`config.mk`:
```
export PLATFORM = sky130hd
export DESIGN_NAME = mrap_port
export DESIGN_NICKNAME = d
export VERILOG_FILES = /design/src/hdl/mrap_port.v
export VERILOG_INCLUDE_DIRS = /design/src /design/src/hdl
export SDC_FILE = /design/constraint.sdc
export NUM_CORES = 1
export LEC_CHECK = 0
export BUFFER_PORTS_ARGS = -buffer_cell sky130_fd_sc_hd__buf_4
export CORE_MARGIN = 5
export CORE_UTILIZATION = 45
export CTS_CLUSTER_SIZE = 24
export DETAILED_ROUTE_END_ITERATION = 10
export PLACE_DENSITY = 0.7
export SLEW_MARGIN = 25
export SYNTH_ARGS = -nofsm -noshare
export SYNTH_HDL_FRONTEND = slang
export SYNTH_SLANG_ARGS = --single-unit
```
`constraint.sdc`:
```
create_clock -name core_clk -period 19.2 [get_ports core_clk]
set_input_delay 0.96 -clock core_clk [delete_from_list [all_inputs] [get_ports core_clk]]
set_output_delay 0.96 -clock core_clk [all_outputs]
set_load 0.005 [all_outputs]
```
`src/hdl/mrap_regs.vh`:
```
// Register map, field positions and reset values of the register access port.
// Assumes inclusion by the port module only; holds definitions alone.
`ifndef MRAP_REGS_VH
`define MRAP_REGS_VH
// Register addresses in the six-bit target_register_field.
`define MRAP_A_AE_TOT 6'h01
`define MRAP_A_AE_COR 6'h02
`define MRAP_A_AE_LINE 6'h03
`define MRAP_A_VA_TOT 6'h04
`define MRAP_A_VA_COR 6'h05
`define MRAP_A_VA_LINE 6'h06
`define MRAP_A_PERIOD 6'h07
`define MRAP_A_MEAS_CFG 6'h0B
`define MRAP_A_ACT_CFG 6'h0D
`define MRAP_A_APP_CFG 6'h0E
`define MRAP_A_IRQ_EN 6'h0F
`define MRAP_A_IRQ_FLAGS 6'h10
`define MRAP_A_IRQ_COR 6'h11
`define MRAP_A_HALF_CYC 6'h13
// Command byte fields.
`define MRAP_CMD_WR_BIT 7
`define MRAP_CMD_ADDR_HI 5
// Reset values of the writable registers.
`define MRAP_RST_MEAS_CFG 8'h70
`define MRAP_RST_ACT_CFG 8'h3F
`define MRAP_RST_APP_CFG 8'h3F
`define MRAP_RST_IRQ_EN 16'h0000
`define MRAP_RST_HALF_CYC 16'hFFFF
// Configuration field positions (phase masks and period channel).
`define MRAP_TOT_MASK_HI 5
`define MRAP_TOT_MASK_LO 3
`define MRAP_LINE_MASK_HI 2
`define MRAP_LINE_MASK_LO 0
`define MRAP_PER_SEL_HI 1
`define MRAP_PER_SEL_LO 0
// Interrupt flag raised when a line-cycle accumulation completes.
`define MRAP_FLG_LINE 2
`endif

```
`src/hdl/mrap_port.v`:
```
// Serial register access port of a polyphase energy meter, with the energy
// accumulators, line period estimate and interrupt flags behind it.
// Assumes power samples, zero-crossing pulses and events arrive on core_clk;
// serial pins come from the host and are synchronised here.
`timescale 1ns/1ps
`include "mrap_regs.vh"

module mrap_port #(
    parameter PW = 16
) (
    // Clock and reset.
    input wire core_clk,
    input wire reset,
    // Serial pins from the host.
    input wire sclk,
    input wire cs_n,
    input wire din,
    // Serial data output with its enable.
    output reg dout,
    output reg dout_oe,
    // Open-drain interrupt pin, active low.
    output reg irq_n_o,
    output reg irq_n_oe,
    // Measurement inputs, phase a in the low slice.
    input wire [3*PW-1:0] act_pwr,
    input wire [3*PW-1:0] app_pwr,
    input wire pwr_valid,
    input wire [2:0] zero_cross,
    input wire [15:0] irq_event
);

    localparam ST_CMD = 2'b00;
    localparam ST_RD = 2'b01;
    localparam ST_WR = 2'b10;

    // Sum of the phases chosen by a three-bit mask.
    function [23:0] sel_sum;
        input [2:0] mask;
        input [3*PW-1:0] pw;
        integer i;
        begin
            sel_sum = 24'h000000;
            for (i = 0; i < 3; i = i + 1) begin
                if (mask[i]) begin
                    sel_sum = sel_sum + {{(24-PW){1'b0}}, pw[i*PW +: PW]};
                end
            end
        end
    endfunction
    // Byte length of each register.
    function [1:0] reg_bytes;
        input [5:0] a;
        begin
            if (a >= `MRAP_A_AE_TOT && a <= `MRAP_A_VA_LINE) begin
                reg_bytes = 2'd3;
            end else if (a == `MRAP_A_PERIOD || a == `MRAP_A_IRQ_EN ||
                         a == `MRAP_A_IRQ_FLAGS || a == `MRAP_A_IRQ_COR ||
                         a == `MRAP_A_HALF_CYC) begin
                reg_bytes = 2'd2;
            end else begin
                reg_bytes = 2'd1;
            end
        end
    endfunction

    reg sclk_s1_r, sclk_s2_r, sclk_s3_r;
    reg cs_s1_r, cs_s2_r, din_s1_r, din_s2_r;
    reg hold_r, rd_done_r, line_evt_r;
    reg [1:0] state_r, nb;
    reg [4:0] cnt_r, nbits_r;
    reg [6:0] cmd_sh_r;
    reg [5:0] addr_r, done_addr_r;
    reg [7:0] meas_cfg_r, act_cfg_r, app_cfg_r;
    reg [14:0] per_cnt_r, period_r;
    reg [15:0] irq_en_r, half_cyc_r, flags_r, hc_cnt_r;
    reg [23:0] rd_sh_r, wr_sh_r, snap_r, rd_val;
    reg [23:0] ae_acc_r, va_acc_r, la_acc_r, lva_acc_r;
    reg [23:0] ae_line_r, va_line_r;
    wire sclk_rise = sclk_s2_r & ~sclk_s3_r;
    wire sclk_fall = ~sclk_s2_r & sclk_s3_r;
    wire [7:0] cmd_byte = {cmd_sh_r, din_s2_r};
    wire [5:0] cmd_addr = cmd_byte[`MRAP_CMD_ADDR_HI:0];
    wire last_bit = (cnt_r == nbits_r - 5'd1);
    wire zx_any = |zero_cross;

    // Two-stage synchronisers; the third sclk stage only feeds edge finding.
    always @(posedge core_clk or posedge reset) begin
        if (reset) begin
            sclk_s1_r <= 1'b1;
            sclk_s2_r <= 1'b1;
            sclk_s3_r <= 1'b1;
            cs_s1_r <= 1'b1;
            cs_s2_r <= 1'b1;
            din_s1_r <= 1'b0;
            din_s2_r <= 1'b0;
        end else begin
            sclk_s1_r <= sclk;
            sclk_s2_r <= sclk_s1_r;
            sclk_s3_r <= sclk_s2_r;
            cs_s1_r <= cs_n;
            cs_s2_r <= cs_s1_r;
            din_s1_r <= din;
            din_s2_r <= din_s1_r;
        end
    end

    // Read multiplexer over the whole map; unmapped addresses read zero.
    always @* begin
        rd_val = 24'h000000;
        case (cmd_addr)
            `MRAP_A_AE_TOT: rd_val = ae_acc_r;
            `MRAP_A_AE_COR: rd_val = ae_acc_r;
            `MRAP_A_AE_LINE: rd_val = ae_line_r;
            `MRAP_A_VA_TOT: rd_val = va_acc_r;
            `MRAP_A_VA_COR: rd_val = va_acc_r;
            `MRAP_A_VA_LINE: rd_val = va_line_r;
            `MRAP_A_PERIOD: rd_val = {9'h000, period_r};
            `MRAP_A_MEAS_CFG: rd_val = {16'h0000, meas_cfg_r};
            `MRAP_A_ACT_CFG: rd_val = {16'h0000, act_cfg_r};
            `MRAP_A_APP_CFG: rd_val = {16'h0000, app_cfg_r};
            `MRAP_A_IRQ_EN: rd_val = {8'h00, irq_en_r};
            `MRAP_A_IRQ_FLAGS: rd_val = {8'h00, flags_r};
            `MRAP_A_IRQ_COR: rd_val = {8'h00, flags_r};
            `MRAP_A_HALF_CYC: rd_val = {8'h00, half_cyc_r};
            default: rd_val = 24'h000000;
        endcase
        nb = reg_bytes(cmd_addr);
    end

    // Serial engine: command byte, then one data transfer, then command again.
    // Deselect at any time abandons the transfer and floats the output.
    always @(posedge core_clk or posedge reset) begin
        if (reset) begin
            state_r <= ST_CMD;
            cnt_r <= 5'd0;
            nbits_r <= 5'd8;
            cmd_sh_r <= 7'h00;
            addr_r <= 6'h00;
            rd_sh_r <= 24'h000000;
            wr_sh_r <= 24'h000000;
            snap_r <= 24'h000000;
            hold_r <= 1'b0;
            rd_done_r <= 1'b0;
            done_addr_r <= 6'h00;
            dout <= 1'b0;
            dout_oe <= 1'b0;
            meas_cfg_r <= `MRAP_RST_MEAS_CFG;
            act_cfg_r <= `MRAP_RST_ACT_CFG;
            app_cfg_r <= `MRAP_RST_APP_CFG;
            irq_en_r <= `MRAP_RST_IRQ_EN;
            half_cyc_r <= `MRAP_RST_HALF_CYC;
        end else begin
            rd_done_r <= 1'b0;
            if (cs_s2_r) begin
                state_r <= ST_CMD;
                cnt_r <= 5'd0;
                dout_oe <= 1'b0;
                hold_r <= 1'b0;
            end else begin
                case (state_r)
                    ST_CMD: begin
                        if (sclk_fall) begin
                            cmd_sh_r <= cmd_byte[6:0];
                            cnt_r <= cnt_r + 5'd1;
                            if (cnt_r == 5'd7) begin
                                cnt_r <= 5'd0;
                                addr_r <= cmd_addr;
                                nbits_r <= {nb, 3'b000};
                                // Bit six is ignored.
                                if (cmd_byte[`MRAP_CMD_WR_BIT]) begin
                                    state_r <= ST_WR;
                                end else begin
                                    state_r <= ST_RD;
                                    // Whole-register snapshot.
                                    snap_r <= rd_val;
                                    case (nb)
                                        2'd3: rd_sh_r <= rd_val;
                                        2'd2: rd_sh_r <= {rd_val[15:0],
                                                          8'h00};
                                        default: rd_sh_r <= {rd_val[7:0],
                                                             16'h0000};
                                    endcase
                                    if (cmd_addr == `MRAP_A_IRQ_FLAGS ||
                                        cmd_addr == `MRAP_A_IRQ_COR) begin
                                        hold_r <= 1'b1;
                                    end
                                end
                            end
                        end
                    end
                    ST_RD: begin
                        if (sclk_rise) begin
                            dout <= rd_sh_r[23];
                            dout_oe <= 1'b1;
                            rd_sh_r <= {rd_sh_r[22:0], 1'b0};
                        end
                        if (sclk_fall) begin
                            cnt_r <= cnt_r + 5'd1;
                            if (last_bit) begin
                                state_r <= ST_CMD;
                                cnt_r <= 5'd0;
                                dout_oe <= 1'b0;
                                hold_r <= 1'b0;
                                rd_done_r <= 1'b1;
                                done_addr_r <= addr_r;
                            end
                        end
                    end
                    ST_WR: begin
                        if (sclk_fall) begin
                            // Shifting in from the right leaves short
                            // registers right justified.
                            wr_sh_r <= {wr_sh_r[22:0], din_s2_r};
                            cnt_r <= cnt_r + 5'd1;
                            if (last_bit) begin
                                state_r <= ST_CMD;
                                cnt_r <= 5'd0;
                                case (addr_r)
                                    `MRAP_A_MEAS_CFG:
                                        meas_cfg_r <= {wr_sh_r[6:0], din_s2_r};
                                    `MRAP_A_ACT_CFG:
                                        act_cfg_r <= {wr_sh_r[6:0], din_s2_r};
                                    `MRAP_A_APP_CFG:
                                        app_cfg_r <= {wr_sh_r[6:0], din_s2_r};
                                    `MRAP_A_IRQ_EN:
                                        irq_en_r <= {wr_sh_r[14:0], din_s2_r};
                                    `MRAP_A_HALF_CYC:
                                        half_cyc_r <= {wr_sh_r[14:0],
                                                       din_s2_r};
                                    default: ;
                                endcase
                            end
                        end
                    end
                    default: state_r <= ST_CMD;
                endcase
            end
        end
    end

    // Energy accumulators. A clear-on-read subtracts the value handed out
    // instead of zeroing, so samples landing during the read are kept.
    wire clr_ae = rd_done_r && done_addr_r == `MRAP_A_AE_COR;
    wire clr_va = rd_done_r && done_addr_r == `MRAP_A_VA_COR;
    wire [23:0] ae_add = pwr_valid ? sel_sum(act_cfg_r[`MRAP_TOT_MASK_HI:
        `MRAP_TOT_MASK_LO], act_pwr) : 24'h000000;
    wire [23:0] va_add = pwr_valid ? sel_sum(app_cfg_r[`MRAP_TOT_MASK_HI:
        `MRAP_TOT_MASK_LO], app_pwr) : 24'h000000;
    wire [23:0] la_add = pwr_valid ? sel_sum(act_cfg_r[`MRAP_LINE_MASK_HI:
        `MRAP_LINE_MASK_LO], act_pwr) : 24'h000000;
    wire [23:0] lva_add = pwr_valid ? sel_sum(app_cfg_r[`MRAP_LINE_MASK_HI:
        `MRAP_LINE_MASK_LO], app_pwr) : 24'h000000;
    wire hc_end = zx_any && (hc_cnt_r + 16'd1 >= half_cyc_r);
    always @(posedge core_clk or posedge reset) begin
        if (reset) begin
            ae_acc_r <= 24'h000000;
            va_acc_r <= 24'h000000;
            la_acc_r <= 24'h000000;
            lva_acc_r <= 24'h000000;
            ae_line_r <= 24'h000000;
            va_line_r <= 24'h000000;
            hc_cnt_r <= 16'h0000;
            line_evt_r <= 1'b0;
        end else begin
            ae_acc_r <= ae_acc_r - (clr_ae ? snap_r : 24'h0) + ae_add;
            va_acc_r <= va_acc_r - (clr_va ? snap_r : 24'h0) + va_add;
            line_evt_r <= hc_end;
            if (hc_end) begin
                ae_line_r <= la_acc_r + la_add;
                va_line_r <= lva_acc_r + lva_add;
                la_acc_r <= 24'h000000;
                lva_acc_r <= 24'h000000;
                hc_cnt_r <= 16'h0000;
            end else begin
                la_acc_r <= la_acc_r + la_add;
                lva_acc_r <= lva_acc_r + lva_add;
                if (zx_any) begin
                    hc_cnt_r <= hc_cnt_r + 16'd1;
                end
            end
        end
    end

    // Period counter on the chosen phase; saturates when crossings stop.
    wire [1:0] per_sel = meas_cfg_r[`MRAP_PER_SEL_HI:`MRAP_PER_SEL_LO];
    wire per_zx = zero_cross[(per_sel == 2'd3) ? 2'd0 : per_sel];
    always @(posedge core_clk or posedge reset) begin
        if (reset) begin
            per_cnt_r <= 15'h0000;
            period_r <= 15'h0000;
        end else if (per_zx) begin
            period_r <= per_cnt_r;
            per_cnt_r <= 15'h0001;
        end else if (per_cnt_r != 15'h7FFF) begin
            per_cnt_r <= per_cnt_r + 15'h0001;
        end
    end

    // Flags set regardless of enables; a new event beats the read clear.
    wire clr_flags = rd_done_r && done_addr_r == `MRAP_A_IRQ_COR;
    wire [15:0] new_ev = irq_event |
                         ({15'h0000, line_evt_r} << `MRAP_FLG_LINE);
    always @(posedge core_clk or posedge reset) begin
        if (reset) begin
            flags_r <= 16'h0000;
            irq_n_o <= 1'b0;
            irq_n_oe <= 1'b0;
        end else begin
            flags_r <= new_ev |
                (flags_r & ~(clr_flags ? snap_r[15:0] : 16'h0000));
            irq_n_o <= 1'b0;
            // Pull low only for enabled flags and never while held.
            irq_n_oe <= (|(flags_r & irq_en_r)) & ~hold_r;
        end
    end

endmodule // mrap_port

```
After elaboration in Yosys (flattened, before gate mapping) --
Cells that the tools add are included.
Storage, ports and cells: bits in read-only memories 0, memories kept 0, logic and storage cells 219, bits in latches 0, register bits 366, RAM bits 0
Cells by class: reduce and logical (&&, ||, !) cells 38, div/mod/pow operators 0, eq/ne operators 42, magnitude comparators 4, shifts and indexed selects 0, multipliers 0, bitwise operators 13, add/sub/neg operators 18, muxes and demuxes 67
Operators by type and width (count):
- $mux W24 | 20
- $pmux W24 S11 | 1
- $add A24 B16 Y24 | 8
- $mux W16 | 7
- $add A24 B24 Y24 | 4
- $pmux W24 S2 | 2
- $eq A6 B4 Y1 const B | 8
- $sub A24 B24 Y24 | 2
- $and A16 B16 Y16 | 2
- $eq A6 B3 Y1 const B | 5
- $eq A6 B5 Y1 const B | 5
- $mux W15 | 2
- $reduce_and A5 Y1 | 6
- $mux W5 | 5
- $eq A6 B2 Y1 const B | 3
- $mux W2 | 9
- $ne A3 B3 Y1 const B | 6
- $mux W1 | 17
- $add A16 B1 Y16 const B | 1
- $ge A16 B16 Y1 | 1
- $not A16 Y16 | 1
- $or A16 B16 Y16 | 1
- $or A16 B3 Y16 | 1
- $reduce_or A16 Y1 | 1
- 31 further kinds | 64

Depth between registers and ports, before layout --
depth after elaboration 13, mapped depth 39, depth with buffers taken out 36

Worst setup path before layout --
OpenSTA, ideal clock, no wires.
path kind input to register, start input act_pwr[0], end register ae_acc_r[23], arrival time 7.408 ns, library setup time 0.080 ns, path slack 11.712 ns, cell stages on the path 30, buffers on the path 0, path through nand2_1 -> inv_1 -> ha_1 -> fa_1 -> maj3_2 -> nand3_2 -> a22oi_2 -> nor4_1 -> o311ai_1 -> or2_1 -> maj3_2 -> a211o_1 -> a41o_1 -> ha_1 -> nand2_1 -> o311ai_0 -> o211ai_1 -> o21ai_0 -> a21oi_1 -> or3_1 -> fa_1 -> inv_1 -> ha_1 -> a21o_1 -> a31oi_1 -> o32ai_1 -> or4_1 -> a31o_2 -> a21oi_1 -> xnor2_1
Between the ends: word-level cells in the longest chain between the ends 7
RTL lines:
- start: declaration | RTL line mrap_port.v:25 | input wire [3*PW-1:0] act_pwr,
- $mux W16 (*) | RTL line mrap_port.v:44 | if (mask[i]) begin
- $add A24 B16 Y24 | RTL line mrap_port.v:45 | sel_sum = sel_sum + {{(24-PW){1'b0}}, pw[i*PW +: PW]};
- $mux W24 (*) | RTL line mrap_port.v:44
- $add A24 B16 Y24 | RTL line mrap_port.v:45
- $mux W24 (*) | RTL line mrap_port.v:44
- $mux W24 (*) | RTL line mrap_port.v:245 | wire [23:0] ae_add = pwr_valid ? sel_sum(act_cfg_r[`MRAP_TOT_MASK_HI:
- $add A24 B24 Y24 (*) | RTL line mrap_port.v:265 | ae_acc_r <= ae_acc_r - (clr_ae ? snap_r : 24'h0) + ae_add;
- end signal: assignment | RTL line mrap_port.v:265
- end: declaration | RTL line mrap_port.v:77 | reg [23:0] ae_acc_r, va_acc_r, la_acc_r, lva_acc_r;
Every way passes the cells marked *; elsewhere a longest branch is shown, timed or not. A chain may end at the register's enable or synchronous reset.

Final worst setup path --
Same ends and word-level chain as after synthesis.

==> metrics <==
first-pass GRT wire length=roughly 120 mm; Startpoint Class=input pin; CP dominant cell by count=a21oi_1; # rows=91; clk sinks=366; Die W=around 260 um; peak supply drop=roughly 54 uV; CTS Buf Count=41; crit path max fanout=4; CP Depth=32; largest net degree at the start of global routing=106; fin nets=3629; Non-Filler Instances=4104; drt first pass iters=8; relative slew slack=31.0%; sequential share of power=40.8%; post-route setup TNS=0 ps; Fill cells=slightly below 6000; Sw Share=between 30 and 40%; vias in the first global route=22200; RSZ-0062 raised after global routing=no; routability-driven placement congestion ratio=0.910; Gate power share=19.9%; # port buffers=around 120; yosys warns=0; worst reg2reg path depth=32; CTS root buffer=clkbuf_16; grt total ovfl=0; Critical Path AT=just over 8000 ps; WP buf/inv=3; layout cells sized above 1=12.8%; Worst-Skew Late Latency=approximately 570 ps; Worst Setup End Kind=flop; Internal=1.41 mW; fmax=131 MHz; final antenna-violating net count=0; Reg-to-Reg Start=app_cfg_r[3]$_DFFE_PP1P_; Top delay family on crit path=compound AO/OA/AOI/OAI gates; Finish-stage setup viols=0; leakage power=14.8 nW; Hold WC Path Type=reg -> reg; Final Hold Fails=0; Mapped Nets=3559; clock network fraction of total power=39.3%; Final min period=~7700 ps; Util after Layout=between 50% and 60%; CTS tree=built; Syn Inst Count=3162; final wirelength=78.2 mm; Post-Synthesis Cell Area=28000 um2; Avg Inst Size Synth=8.86 um2; Critical Path RT=19690 ps; WL/cell=about 19 um; Slew @ Worst Pin=between 1000 and 1500 ps; commonest non-fill, non-tap cell in the layout=nand2_1; die height=260 um; area delta synth->final=10.7%; die area=67400 um2; # DRC=0; post-route cell area=31000 um2; slowest CP cell=fa_1; Longest Clk Path Bufs=3; Starting Density=45.4%; top_reg_cell synth=dfrtp_1; R2R setup slack=between 10000 and 15000 ps; number of synthesized flops with an enable pin=0; gr usage total=22.8%; Post-synth ARST share=100%; Yosys cell types=93; DRT iter0 DRCs=2300; Placed Area=29600 um2; DP HPWL=59.2 mm; Placed Cells incl. Taps=4026; CP max stage delay=480 ps; H-tree depth=2; core area=around 60000 um2; antenna violations before repair=1; # resized after CTS=0; Slew Viols, Final=0; clock transition at the registers of the reported paths=60 ps; Setup Skew=20.0 ps; Worst Setup EP=ae_acc_r[23]$_DFF_PP0_; IO Pins=between 100 and 150; Reg-to-Reg End=va_acc_r[23]$_DFF_PP0_; Critical path origin=act_pwr[0]; Post-CTS Setup Bufs=0; status=complete, no violations; CTS Hold Bufs=0; most frequent cells in the layout=nand2_1, dfrtp_1, o21ai_0; Setup CP Type=in -> reg; Via density=5.66; vias=around 23000; sequential share of the synthesized area=32.9%; FF+latch count, synth=366; max cap viols=0; pwr dens=66.2 nW/um2; fin crit share=39.9%; NetSw=0.643 mW
worst register-to-register path: cells and delay by family (launching register included):
| family | cells | cell delay, ps |
|---|---|---|
| AOI/OAI and AO/OA | 15 | 2820 |
| adders and majority gates | 6 | 2190 |
| DFF | 1 | 860 |
| and+or+nand+nor | 4 | 760 |
| xor gates and xnor gates | 3 | 340 |
| muxes | 1 | 310 |
| buffers and inverters | 3 | 250 |
area by class of cell:
class                   instances  area (um2)  area share [%]
inverters                     229         867            2.79
clock buffers                  59        1210            3.92
repair buffers                149        1120            3.62
clock inverters                17         174           0.561
well taps                     837        1050            3.38
multi-input cells            2445       17400            56.0
flip-flops and latches        366        9210            29.7
diodes                          2        5.00          0.0161
flip-flops by register name, indices dropped and copies added (netlist names), 7 cells and up:
signal / cells
ae_acc_r: 24
ae_line_r: 24
la_acc_r: 24
lva_acc_r: 24
rd_sh_r: 24
snap_r: 24
va_acc_r: 24
va_line_r: 24
flags_r: 16
half_cyc_r: 16
hc_cnt_r: 16
irq_en_r: 16
per_cnt_r: 15
period_r: 15
wr_sh_r: 15
act_cfg_r: 8
app_cfg_r: 8
meas_cfg_r: 8
cmd_sh_r: 7
Yosys cell counts, types with 16 or more instances:
cell      instances  area share, %
nand2_1         371            5.0
dfrtp_1         329             29
o21ai_0         232            4.1
ha_1            230             10
inv_1           227            3.0
nor2_1          221            3.0
a21oi_1         193            3.4
xnor2_1         133            4.2
mux2_2          116            4.7
xor2_1           99            3.1
clkbuf_1         92            1.2
a21o_1           81            2.2
nand3_1          68            1.2
and2_1           66            1.5
nand2b_1         50            1.1
fa_1             46            3.3
nor3_1           40           0.71
dfstp_2          37            3.5
a222oi_1         33            1.2
nor2b_1          31           0.69
a22oi_1          30           0.80
and3_1           30           0.67
mux2i_1          28            1.0
a211oi_1         27           0.72
o211ai_1         24           0.64
or3_1            20           0.45
a31oi_1          18           0.40
a21boi_0         17           0.46
a22o_1           17           0.53
o21a_1           17           0.46
o21bai_1         16           0.43
kinds of logic after synthesis:
family                   after synthesis  synth area share, %
buffers and inverters                351                 5.33
flip-flops                           366                 32.9
XOR/XNOR                             232                 7.25
AO/OA/AOI/OAI                        817                 18.9
AND/OR/NAND/NOR                      964                 16.1
multiplexers                         144                 5.66
adder cells (fa/ha/maj)              287                 14.0
other                                  1               0.0134
metrics by stage:
stage / hold WS [ps] / setup slack (ps) / total power, mW
after detailed placement: 335 / 11040 / 1.25
after global routing: 351 / 10950 / 2.14
final: 347 / 11550 / 2.05
after global placement: 333 / 11160 / 1.25
after floorplan: 331 / 8140 / 1.10
after CTS: 348 / 11580 / 2.06
worst min-delay path by stage:
stage / from / end / slack (ps) / cells past startpoint
floorplan: din_s1_r$_DFF_PP0_ / din_s2_r$_DFF_PP0_ / 330 / 0
global placement: din_s1_r$_DFF_PP0_ / din_s2_r$_DFF_PP0_ / 330 / 0
detailed placement: din_s1_r$_DFF_PP0_ / din_s2_r$_DFF_PP0_ / 330 / 0
CTS: din_s1_r$_DFF_PP0_ / din_s2_r$_DFF_PP0_ / 350 / 0
global route: din_s1_r$_DFF_PP0_ / din_s2_r$_DFF_PP0_ / 350 / 0
finish: din_s1_r$_DFF_PP0_ / din_s2_r$_DFF_PP0_ / 350 / 0
per-layer routing:
metal  global-route usage [%]  part of all wire, %
met5                        0                    0
met4                     8.82                  4.3
met2                     37.9                   47
met1                     30.4                   43
met3                     2.78                  5.6
power by group through the flow:
| stage | sequential [mW] | combinational, mW | clock, mW |
|---|---|---|---|
| 6_report | 0.838 | 0.409 | 0.806 |
| 5_1_grt | 0.842 | 0.443 | 0.854 |
| 4_1_cts | 0.837 | 0.403 | 0.821 |
| 3_5_place_dp | 0.850 | 0.400 | 0 |
| 3_3_place_gp | 0.850 | 0.398 | 0 |
| 2_1_floorplan | 0.830 | 0.266 | 0 |
No activity file was read; power rests on OpenSTA's default activity.
